File: config.mk
export PLATFORM = sky130hd
export DESIGN_NAME = fldm_top
export DESIGN_NICKNAME = d
export VERILOG_FILES = /design/src/fldm_pkg.sv /design/src/fldm_top.sv /design/src/fldm_win_counter.sv
export VERILOG_INCLUDE_DIRS = /design/src
export SDC_FILE = /design/constraint.sdc
export NUM_CORES = 1
export LEC_CHECK = 0
export ABC_AREA = 1
export BUFFER_PORTS_ARGS = -buffer_cell sky130_fd_sc_hd__buf_2
export CAP_MARGIN = 15
export CORE_MARGIN = 2
export CORE_UTILIZATION = 40
export CTS_CLUSTER_SIZE = 8
export DETAILED_ROUTE_END_ITERATION = 8
export GPL_TIMING_DRIVEN = 0
export RECOVER_POWER = 50
export SLEW_MARGIN = 15
export SYNTH_ARGS = -nofsm -noshare
export SYNTH_HDL_FRONTEND = slang
export SYNTH_SLANG_ARGS = --single-unit
export TNS_END_PERCENT = 30
File: constraint.sdc
create_clock -name ref_clk -period 2.8 [get_ports ref_clk]
set_input_delay 0.14 -clock ref_clk [delete_from_list [all_inputs] [get_ports ref_clk]]
set_output_delay 0.14 -clock ref_clk [all_outputs]
set_load 0.02 [all_outputs]
File: src/fldm_cfg.svh
`ifndef FLDM_CFG_SVH
`define FLDM_CFG_SVH

`define FLDM_ADDR_W 9
`define FLDM_ADDR_CTL3 9'h00B
`define FLDM_ADDR_STAT 9'h00F
`define FLDM_ADDR_CFG1 9'h117
`define FLDM_ADDR_CFG2 9'h131
`define FLDM_ADDR_SWRST 9'h01F
`define FLDM_BIT_SWRST 15

`define FLDM_CTL_MASK 16'h040F
`define FLDM_CTL_OFF 16'h0000
`define FLDM_CTL_COMMON 16'h0009
`define FLDM_CTL_ODD 16'h040D
`define FLDM_CTL_NOODD_ED 16'h0009
`define FLDM_CTL_NOODD 16'h0001

`define FLDM_CFG1_RST 16'h0000
`define FLDM_CFG1_MLT3 16'h0417
`define FLDM_CFG2_RST 16'h0000
`define FLDM_CFG2_DESCR 6'h08

`define FLDM_STRAP_COMMON 0
`define FLDM_STRAP_ODD 1
`define FLDM_STRAP_LDEN 2
`define FLDM_STRAP_MAC 3
`define FLDM_STRAP_HWRST 4
`define FLDM_SYNC_WAIT 2'h2

`define FLDM_RXER_THR 32
`define FLDM_MLT3_THR 20
`define FLDM_SNR_THR 20
`define FLDM_WIN_NS 10000
`define FLDM_CLK_NS 50

`endif

File: src/fldm_pkg.sv
package fldm_pkg;
    typedef enum logic [1:0] {
        FLDM_ST_POR = 2'b00,
        FLDM_ST_RUN = 2'b01,
        FLDM_ST_HARD = 2'b10
    } fldm_state_t;
endpackage

File: src/fldm_top.sv
// Strobed register access was chosen for this implementation.
`timescale 1ns/1ns
`include "fldm_cfg.svh"
module fldm_top import fldm_pkg::*; #(
    parameter int WIN_NS = `FLDM_WIN_NS,
    parameter int RXER_THR = `FLDM_RXER_THR,
    parameter int MLT3_THR = `FLDM_MLT3_THR,
    parameter int SNR_THR = `FLDM_SNR_THR
) (
    input wire logic ref_clk,
    input wire logic rstn,
    input wire logic hw_reset_n,
    input wire logic common_pinout_mode,
    input wire logic odd_nibble_strap,
    input wire logic link_drop_enable_strap,
    input wire logic mac_mode_strap,
    input wire logic link_up,
    input wire logic rx_error_evt,
    input wire logic mlt3_error_evt,
    input wire logic snr_cross_evt,
    input wire logic energy_lost,
    input wire logic descr_unlocked,
    input wire logic [`FLDM_ADDR_W-1:0] reg_addr,
    input wire logic [15:0] reg_wdata,
    input wire logic reg_wr,
    input wire logic reg_rd,
    output logic [15:0] reg_rdata,
    output logic force_link_down
);
    localparam int CLK_NS = `FLDM_CLK_NS;
    localparam int WIN_CYC = WIN_NS / CLK_NS;
    localparam int WW = $clog2(WIN_CYC);
    localparam int THRS [3] = '{RXER_THR, MLT3_THR, SNR_THR};

    // reload value from a strap set; in common pinout mode the
    // link-drop straps carry other meanings and are ignored
    function automatic logic [15:0] fldm_dflt(input logic [3:0] s);
        logic [15:0] v;
        v = `FLDM_CTL_OFF;
        if (s[`FLDM_STRAP_COMMON]) begin
            v = `FLDM_CTL_COMMON;
        end else if (!s[`FLDM_STRAP_LDEN]) begin
            v = `FLDM_CTL_OFF;
        end else if (s[`FLDM_STRAP_ODD]) begin
            v = `FLDM_CTL_ODD;
        end else if (!s[`FLDM_STRAP_MAC]) begin
            v = `FLDM_CTL_NOODD_ED;
        end else begin
            v = `FLDM_CTL_NOODD;
        end
        return v;
    endfunction

    // pin synchroniser; two flops per pin, both cleared to 0 by rstn
    logic [4:0] sy1_q;
    logic [4:0] sy2_q;
    logic [4:0] pins;
    assign pins = {hw_reset_n, mac_mode_strap, link_drop_enable_strap,
                   odd_nibble_strap, common_pinout_mode};

    always_ff @(posedge ref_clk or negedge rstn) begin
        if (!rstn) begin
            sy1_q <= 5'h00;
            sy2_q <= 5'h00;
        end else begin
            sy1_q <= pins;
            sy2_q <= sy1_q;
        end
    end

    logic hw_rst_s;
    assign hw_rst_s = !sy2_q[`FLDM_STRAP_HWRST];

    // reset sequencing and strap latch
    fldm_state_t st_q;
    fldm_state_t st_d;
    logic [1:0] wait_q;
    logic [1:0] wait_d;
    logic [3:0] lat_q;
    logic [3:0] lat_d;
    logic latch_por;
    logic latch_hard;

    always_comb begin
        st_d = st_q;
        wait_d = wait_q;
        lat_d = lat_q;
        latch_por = 1'b0;
        latch_hard = 1'b0;
        case (st_q)
            FLDM_ST_POR: begin
                // wait until the synchroniser holds real pin levels
                if (wait_q == `FLDM_SYNC_WAIT) begin
                    latch_por = 1'b1;
                    lat_d = sy2_q[3:0];
                    st_d = FLDM_ST_RUN;
                end else begin
                    wait_d = wait_q + 2'h1;
                end
            end
            FLDM_ST_RUN: begin
                if (hw_rst_s) begin
                    st_d = FLDM_ST_HARD;
                end
            end
            FLDM_ST_HARD: begin
                if (!hw_rst_s) begin
                    latch_hard = 1'b1;
                    lat_d = sy2_q[3:0];
                    lat_d[`FLDM_STRAP_ODD] = lat_q[`FLDM_STRAP_ODD];
                    st_d = FLDM_ST_RUN;
                end
            end
            default: begin
                st_d = FLDM_ST_POR;
            end
        endcase
    end

    always_ff @(posedge ref_clk or negedge rstn) begin
        if (!rstn) begin
            st_q <= FLDM_ST_POR;
            wait_q <= 2'h0;
            lat_q <= 4'h0;
        end else begin
            st_q <= st_d;
            wait_q <= wait_d;
            lat_q <= lat_d;
        end
    end

    logic run;
    assign run = (st_q == FLDM_ST_RUN);

    // free-running 10 us window
    logic [WW-1:0] win_q;
    logic [WW-1:0] win_d;
    logic tick_q;
    logic tick_d;

    always_comb begin
        tick_d = (win_q == WW'(WIN_CYC-1));
        win_d = tick_d ? '0 : win_q + WW'(1);
    end

    always_ff @(posedge ref_clk or negedge rstn) begin
        if (!rstn) begin
            win_q <= '0;
            tick_q <= 1'b0;
        end else begin
            win_q <= win_d;
            tick_q <= tick_d;
        end
    end

    // counted criteria
    logic [2:0] evt_v;
    logic [2:0] hit_v;
    logic cnt_clr;
    assign evt_v = {snr_cross_evt, mlt3_error_evt, rx_error_evt};
    assign cnt_clr = !link_up || !run;

    for (genvar i = 0; i < 3; i++) begin : g_cnt
        fldm_win_counter #(
            .THR(THRS[i]),
            .CW($clog2(THRS[i]+1))
        ) u_cnt (
            .ref_clk(ref_clk),
            .rstn(rstn),
            .clr(cnt_clr),
            .win_tick(tick_q),
            .evt(evt_v[i]),
            .hit(hit_v[i])
        );
    end

    // register file
    logic [15:0] ctl_q;
    logic [15:0] ctl_d;
    logic [15:0] cfg1_q;
    logic [15:0] cfg1_d;
    logic [15:0] cfg2_q;
    logic [15:0] cfg2_d;
    logic [15:0] stat_q;
    logic [15:0] stat_d;
    logic [15:0] rdata_q;
    logic [15:0] rdata_d;
    logic drop_q;
    logic drop_d;
    logic [15:0] cause;
    logic arm_mlt3;
    logic arm_descr;
    logic rd_stat;
    logic sw_rst;

    // the line-code and descrambler detectors need their tuning
    // written first; until then those criteria stay quiet
    assign arm_mlt3 = (cfg1_q == `FLDM_CFG1_MLT3);
    assign arm_descr = (cfg2_q[5:0] == `FLDM_CFG2_DESCR);
    assign rd_stat = reg_rd && (reg_addr == `FLDM_ADDR_STAT);
    assign sw_rst = run && reg_wr && (reg_addr == `FLDM_ADDR_SWRST)
                    && reg_wdata[`FLDM_BIT_SWRST];

    always_comb begin
        cause = 16'h0000;
        cause[0] = ctl_q[0] && hit_v[0];
        cause[1] = ctl_q[1] && hit_v[1] && arm_mlt3;
        cause[2] = ctl_q[2] && hit_v[2];
        cause[3] = ctl_q[3] && energy_lost;
        cause[10] = ctl_q[10] && descr_unlocked && arm_descr;
        if (!run || !link_up) begin
            cause = 16'h0000;
        end
    end

    always_comb begin
        ctl_d = ctl_q;
        cfg1_d = cfg1_q;
        cfg2_d = cfg2_q;
        rdata_d = 16'h0000;
        drop_d = |cause;
        if (latch_por || latch_hard) begin
            ctl_d = fldm_dflt(lat_d);
            cfg1_d = `FLDM_CFG1_RST;
            cfg2_d = `FLDM_CFG2_RST;
        end else if (sw_rst) begin
            ctl_d = fldm_dflt(lat_q);
            cfg1_d = `FLDM_CFG1_RST;
            cfg2_d = `FLDM_CFG2_RST;
        end else if (run && reg_wr) begin
            if (reg_addr == `FLDM_ADDR_CTL3) begin
                ctl_d = reg_wdata & `FLDM_CTL_MASK;
            end else if (reg_addr == `FLDM_ADDR_CFG1) begin
                cfg1_d = reg_wdata;
            end else if (reg_addr == `FLDM_ADDR_CFG2) begin
                cfg2_d = reg_wdata;
            end
        end
        if (reg_rd) begin
            if (reg_addr == `FLDM_ADDR_CTL3) begin
                rdata_d = ctl_q;
            end else if (reg_addr == `FLDM_ADDR_STAT) begin
                rdata_d = stat_q;
            end else if (reg_addr == `FLDM_ADDR_CFG1) begin
                rdata_d = cfg1_q;
            end else if (reg_addr == `FLDM_ADDR_CFG2) begin
                rdata_d = cfg2_q;
            end else begin
                rdata_d = 16'h0000;
            end
        end
        // a cause arriving in the read cycle survives the clear
        stat_d = (rd_stat ? 16'h0000 : stat_q) | cause;
    end

    always_ff @(posedge ref_clk or negedge rstn) begin
        if (!rstn) begin
            ctl_q <= `FLDM_CTL_OFF;
            cfg1_q <= `FLDM_CFG1_RST;
            cfg2_q <= `FLDM_CFG2_RST;
            stat_q <= 16'h0000;
            rdata_q <= 16'h0000;
            drop_q <= 1'b0;
        end else begin
            ctl_q <= ctl_d;
            cfg1_q <= cfg1_d;
            cfg2_q <= cfg2_d;
            stat_q <= stat_d;
            rdata_q <= rdata_d;
            drop_q <= drop_d;
        end
    end

    assign reg_rdata = rdata_q;
    assign force_link_down = drop_q;

    a_energy_drop: assert property (@(posedge ref_clk) disable iff (!rstn)
        (run && link_up && ctl_q[3] && energy_lost) |=> (force_link_down && stat_q[3]))
        else $error("energy loss did not drop the link");

    a_drop_cause: assert property (@(posedge ref_clk) disable iff (!rstn)
        force_link_down |-> ((stat_q & $past(cause)) == $past(cause) && $past(cause) != 0))
        else $error("drop without a recorded cause");

    a_status_hold: assert property (@(posedge ref_clk) disable iff (!rstn)
        !rd_stat |=> ((stat_q & $past(stat_q)) == $past(stat_q)))
        else $error("status cause lost without a read");

    a_common_reload: assert property (@(posedge ref_clk) disable iff (!rstn)
        (sw_rst && lat_q[`FLDM_STRAP_COMMON]) |=> (ctl_q == `FLDM_CTL_COMMON))
        else $error("common mode reload wrong");

    a_ctl_write: assert property (@(posedge ref_clk) disable iff (!rstn)
        (run && reg_wr && reg_addr == `FLDM_ADDR_CTL3 && !latch_hard)
        |=> (ctl_q == ($past(reg_wdata) & `FLDM_CTL_MASK)))
        else $error("control_three write not taken");

    a_odd_keep: assert property (@(posedge ref_clk) disable iff (!rstn)
        (st_q == FLDM_ST_HARD) |=> $stable(lat_q[`FLDM_STRAP_ODD]))
        else $error("odd-nibble strap relatched by hard reset");

    a_mlt3_gate: assert property (@(posedge ref_clk) disable iff (!rstn)
        (cfg1_q != `FLDM_CFG1_MLT3) |-> !cause[1])
        else $error("line-code criterion fired without tuning");

    a_window_len: assert property (@(posedge ref_clk) disable iff (!rstn)
        tick_q |-> ##[WIN_CYC:WIN_CYC] tick_q)
        else $error("window length wrong");

    a_read_once: assert property (@(posedge ref_clk) disable iff (!rstn)
        (reg_rd && reg_addr == `FLDM_ADDR_STAT) |=> (reg_rdata == $past(stat_q)))
        else $error("status read data wrong");
endmodule

File: src/fldm_win_counter.sv
`timescale 1ns/1ns
module fldm_win_counter #(
    parameter int THR = 32,
    parameter int CW = 6
) (
    input wire logic ref_clk,
    input wire logic rstn,
    input wire logic clr,
    input wire logic win_tick,
    input wire logic evt,
    output logic hit
);
    logic [CW-1:0] cnt_q;
    logic [CW-1:0] cnt_d;
    logic hit_q;
    logic hit_d;
    logic [CW:0] sum;

    always_comb begin
        sum = (clr || win_tick) ? '0 : {1'b0, cnt_q};
        sum = sum + {{CW{1'b0}}, evt};
        hit_d = !clr && (sum >= (CW+1)'(THR));
        // saturate so a long burst cannot wrap back below the threshold
        if (clr) begin
            cnt_d = '0;
        end else if (sum >= (CW+1)'(THR)) begin
            cnt_d = CW'(THR);
        end else begin
            cnt_d = sum[CW-1:0];
        end
    end

    always_ff @(posedge ref_clk or negedge rstn) begin
        if (!rstn) begin
            cnt_q <= '0;
            hit_q <= 1'b0;
        end else begin
            cnt_q <= cnt_d;
            hit_q <= hit_d;
        end
    end

    assign hit = hit_q;

    a_count_reach: assert property (@(posedge ref_clk) disable iff (!rstn)
        (!clr && !win_tick && cnt_q == CW'(THR-1) && evt) |=> hit_q)
        else $error("threshold reached without a hit");

    a_count_clear: assert property (@(posedge ref_clk) disable iff (!rstn)
        clr |=> (cnt_q == '0 && !hit_q))
        else $error("counter not cleared while link down");
endmodule

==> impl_metrics.tcl <==
set metrics [dict create \
    cp-end-kind "flip-flop" \
    nFillCells 1205 \
    drtIter0Drc 310 \
    power.density_mw_per_mm2 813.9 \
    grt_usage 0.1790 \
    syn2layout_area_growth_pct 17.44 \
    finClkSkew_ns 0.008764 \
    die_w_um 115.2 \
    worstPathRequired_ns 3.03 \
    max_stage_delay_ns 0.49 \
    cts_tree "yes" \
    num_vias 4060 \
    post_cts_buffers 0 \
    post_cts_resize_count 0 \
    initial_core_util 0.4104 \
    p_seq_frac 0.422 \
    slew_headroom 0.1546 \
    finalSetupViolations 0 \
    post-route-period-util 0.7810 \
    arrival_ns 2.42 \
    grt_max_degree 55 \
    dieArea_mm2 0.01328 \
    core-area_mm2 0.01206 \
    antenna_found_initial 1 \
    dp_hpwl_mm 7.939 \
    grt_pass1_vias 3996 \
    cts_root_buffer "clkbuf_16" \
    routedWlPerCell_um 12.90 \
    ys_seq_area_frac 0.5308 \
    antenna_cells 0 \
    power_switching_mw 1.693 \
    start_kind "flip-flop" \
    ioPinCount 57 \
    fin_cells 842 \
    synth.ff_latch_count 105 \
    clk_pin_slew_ns 0.07 \
    max_freq_ghz 0.4573 \
    tns_ns 0 \
    hold_viol 0 \
    power.static_leakage_nw 3.033 \
    synthesis.area_mm2 0.004950 \
    clock_power_share 0.290 \
    nets 717 \
    fp-row-count 40 \
    io_buffers 56 \
    dpl.cell_count 820 \
    path_max_fanout 10 \
    routed_via_density 4.822 \
    crit_family "simple AND/OR/NAND/NOR gates" \
    pre_cts_slack_ns 0.5948 \
    status "finished clean" \
    critical_path_buf_inv_count 2 \
    maxCapViolCount 0 \
    drive_gt1_frac 0.1365 \
    synth.net_count 643 \
    clock_sinks 105 \
    wirelength_mm 10.86 \
    worst_hold_path_type "in -> reg" \
    total_power_mw 4.732 \
    die_h_um 115.2 \
    ant_nets 0 \
    maxSlewViolCount 0 \
    cts_buffers 9 \
    finalInstanceArea_mm2 0.005813 \
    place_congestion 0.8805 \
    drc 0 \
    swShare 0.3578 \
    criticalPathCategory "reg -> reg" \
    cpMaxStageDelayCell "dfrtp_1" \
    post_synth_num_cell_types 37 \
    peakVddDrop_mv 0.4591 \
    worst_pin_slew_ns 1.268 \
    period_needed_ns 2.187 \
    synthCells 595 \
    grt_setup_unrepaired "false" \
    htreeDepth 3 \
    worst_slack_ns 0.6132 \
    cts_buffer_depth 2 \
    clk_latency_ns 0.35 \
    syn-mean-instance-area_um2 8.319 \
    crit_chain "nand3_4 > clkinv_2 > nand2_4 > nor2_1 > ha_1 > ha_1 > nand3_1 > nand2_1 > inv_1 > o21ai_2 > nor2_1" \
    place_area_mm2 0.005474 \
    drt_first_pass_iters 5 \
    p_int_mw 3.038 \
    synth_warnings 0 \
    overflow 0 \
    grt_pass1_wl_mm 18.56 \
    pwr-share-comb 0.288 \
]
[what timing repair did]
item,CTS,global route
setup endpoints to repair,0,0
hold buffers,6,0
endpoints found under the hold margin,56,0
[layout by cell type, fill, tap and decap left out, types with 5 or more instances in the layout]
master,netlist,final
dfrtp_1,105,105
a21oi_1,20,20
nand2_1,187,187
nor3_1,7,7
ha_1,8,8
clkbuf_1,3,20
o21ai_0,12,12
nand3_1,33,33
nor2_1,65,65
buf_2,3,41
nand4_1,31,31
buf_4,5,5
o211ai_1,5,5
clkbuf_16,0,9
xor2_1,5,5
inv_1,65,65
dlygate4sd3_1,0,6
[cell usage after synthesis (all sizes together)]
master,count,share of area
nor4,2,0.0025
o211ai,5,0.0076
or2,3,0.0038
nand3b,3,0.0053
buf,10,0.015
o21bai,1,0.0015
clkinv,1,0.0010
ha,8,0.020
o22ai,1,0.0013
o21ai,16,0.018
inv,70,0.054
nand2,192,0.15
a21oi,20,0.020
dfrtp,105,0.53
and3,2,0.0025
nor3,8,0.0091
nor4b,1,0.0018
clkbuf,3,0.0023
nand3,37,0.044
xnor2,2,0.0035
nor2,69,0.055
nand4,31,0.039
xor2,5,0.0088
[power groups by stage]
| stage | logic, mW | registers [mW] | clock network [mW] |
|---|---|---|---|
| floorplan | 1.01 | 1.97 | 0 |
| global placement | 1.34 | 2.01 | 0 |
| detailed placement | 1.37 | 2.02 | 0 |
| CTS | 1.38 | 1.99 | 1.41 |
| global route | 1.56 | 2.03 | 1.46 |
| finish | 1.36 | 2.00 | 1.37 |
[state kept, by name (all words and copies together) (netlist names), 4 cells and up]
name,cells
cfg1_q,16
lat_q,4
ctl_q,5
win_q,8
g_cnt.u_cnt.cnt_q,16
reg_rdata,16
sy1_q,5
cfg2_q,16
sy2_q,5
stat_q,5
[cell type report]
type | instances | area (um^2) | share of cell area
Sequential cell | 105 | 2628 | 0.4520
Multi-Input combinational cell | 406 | 1966 | 0.3381
Timing Repair Buffer | 63 | 326.6 | 0.05618
Inverter | 71 | 270.3 | 0.04649
Clock buffer | 9 | 225.2 | 0.03874
Tap cell | 168 | 210.2 | 0.03616
Clock inverter | 7 | 101.3 | 0.01743
Buffer | 13 | 86.33 | 0.01485
[worst register-to-register path, stage by stage, from the launching register on]
cell and delay, ns:
dfrtp_1 0.49, nand3_4 0.17, clkinv_2 0.18, nand2_4 0.12, nor2_1 0.12, ha_1 0.21, ha_1 0.19, nand3_1 0.13
nand2_1 0.08, inv_1 0.05, o21ai_2 0.25, nor2_1 0.08
[kinds of logic (layout without fill, tap and decap cells)]
logic type,Yosys count,after routing,share of synthesized area
buffers and inverters,84,163,0.07204
flip-flops,105,105,0.5308
adder cells (fa/ha/maj),8,8,0.02022
XOR/XNOR,7,7,0.01239
AO/OA/AOI/OAI,43,43,0.04829
AND/OR/NAND/NOR,348,348,0.3162
[path summary, 6_finish.rpt]
| kind | start | endpoint | slack [ns] | cells past startpoint |
|---|---|---|---|---|
| max in group asynchronous | rstn | win_q[0] | 0.74 | 3 |
| min reg2reg | sy1_q[0] | sy2_q[0] | 0.35 | 0 |
| min in group asynchronous | rstn | cfg1_q[2] | 0.59 | 2 |
| min | energy_lost | stat_q[3] | 0.05 | 3 |
| max | st_q[0] | g_cnt[0].u_cnt.cnt_q[1] | 0.61 | 11 |
| max reg2reg | st_q[0] | g_cnt[0].u_cnt.cnt_q[1] | 0.61 | 11 |
[per-stage QoR]
stage	utilization	hold slack [ns]
final	0.4820	0.04803
after global routing	0.4820	0.06247
after CTS	0.4859	0.03235
after detailed placement	0.4538	0.1241
after global placement	0.4510	0.2489
after floorplan	-	-0.1556
[layer usage]
metal	routed length [um]	GRT usage
met1	4818	0.2236
met5	13	0
met2	5281	0.2980
met3	576	0.04955
met4	168	0.06506
(Power assumes the default switching activity.)
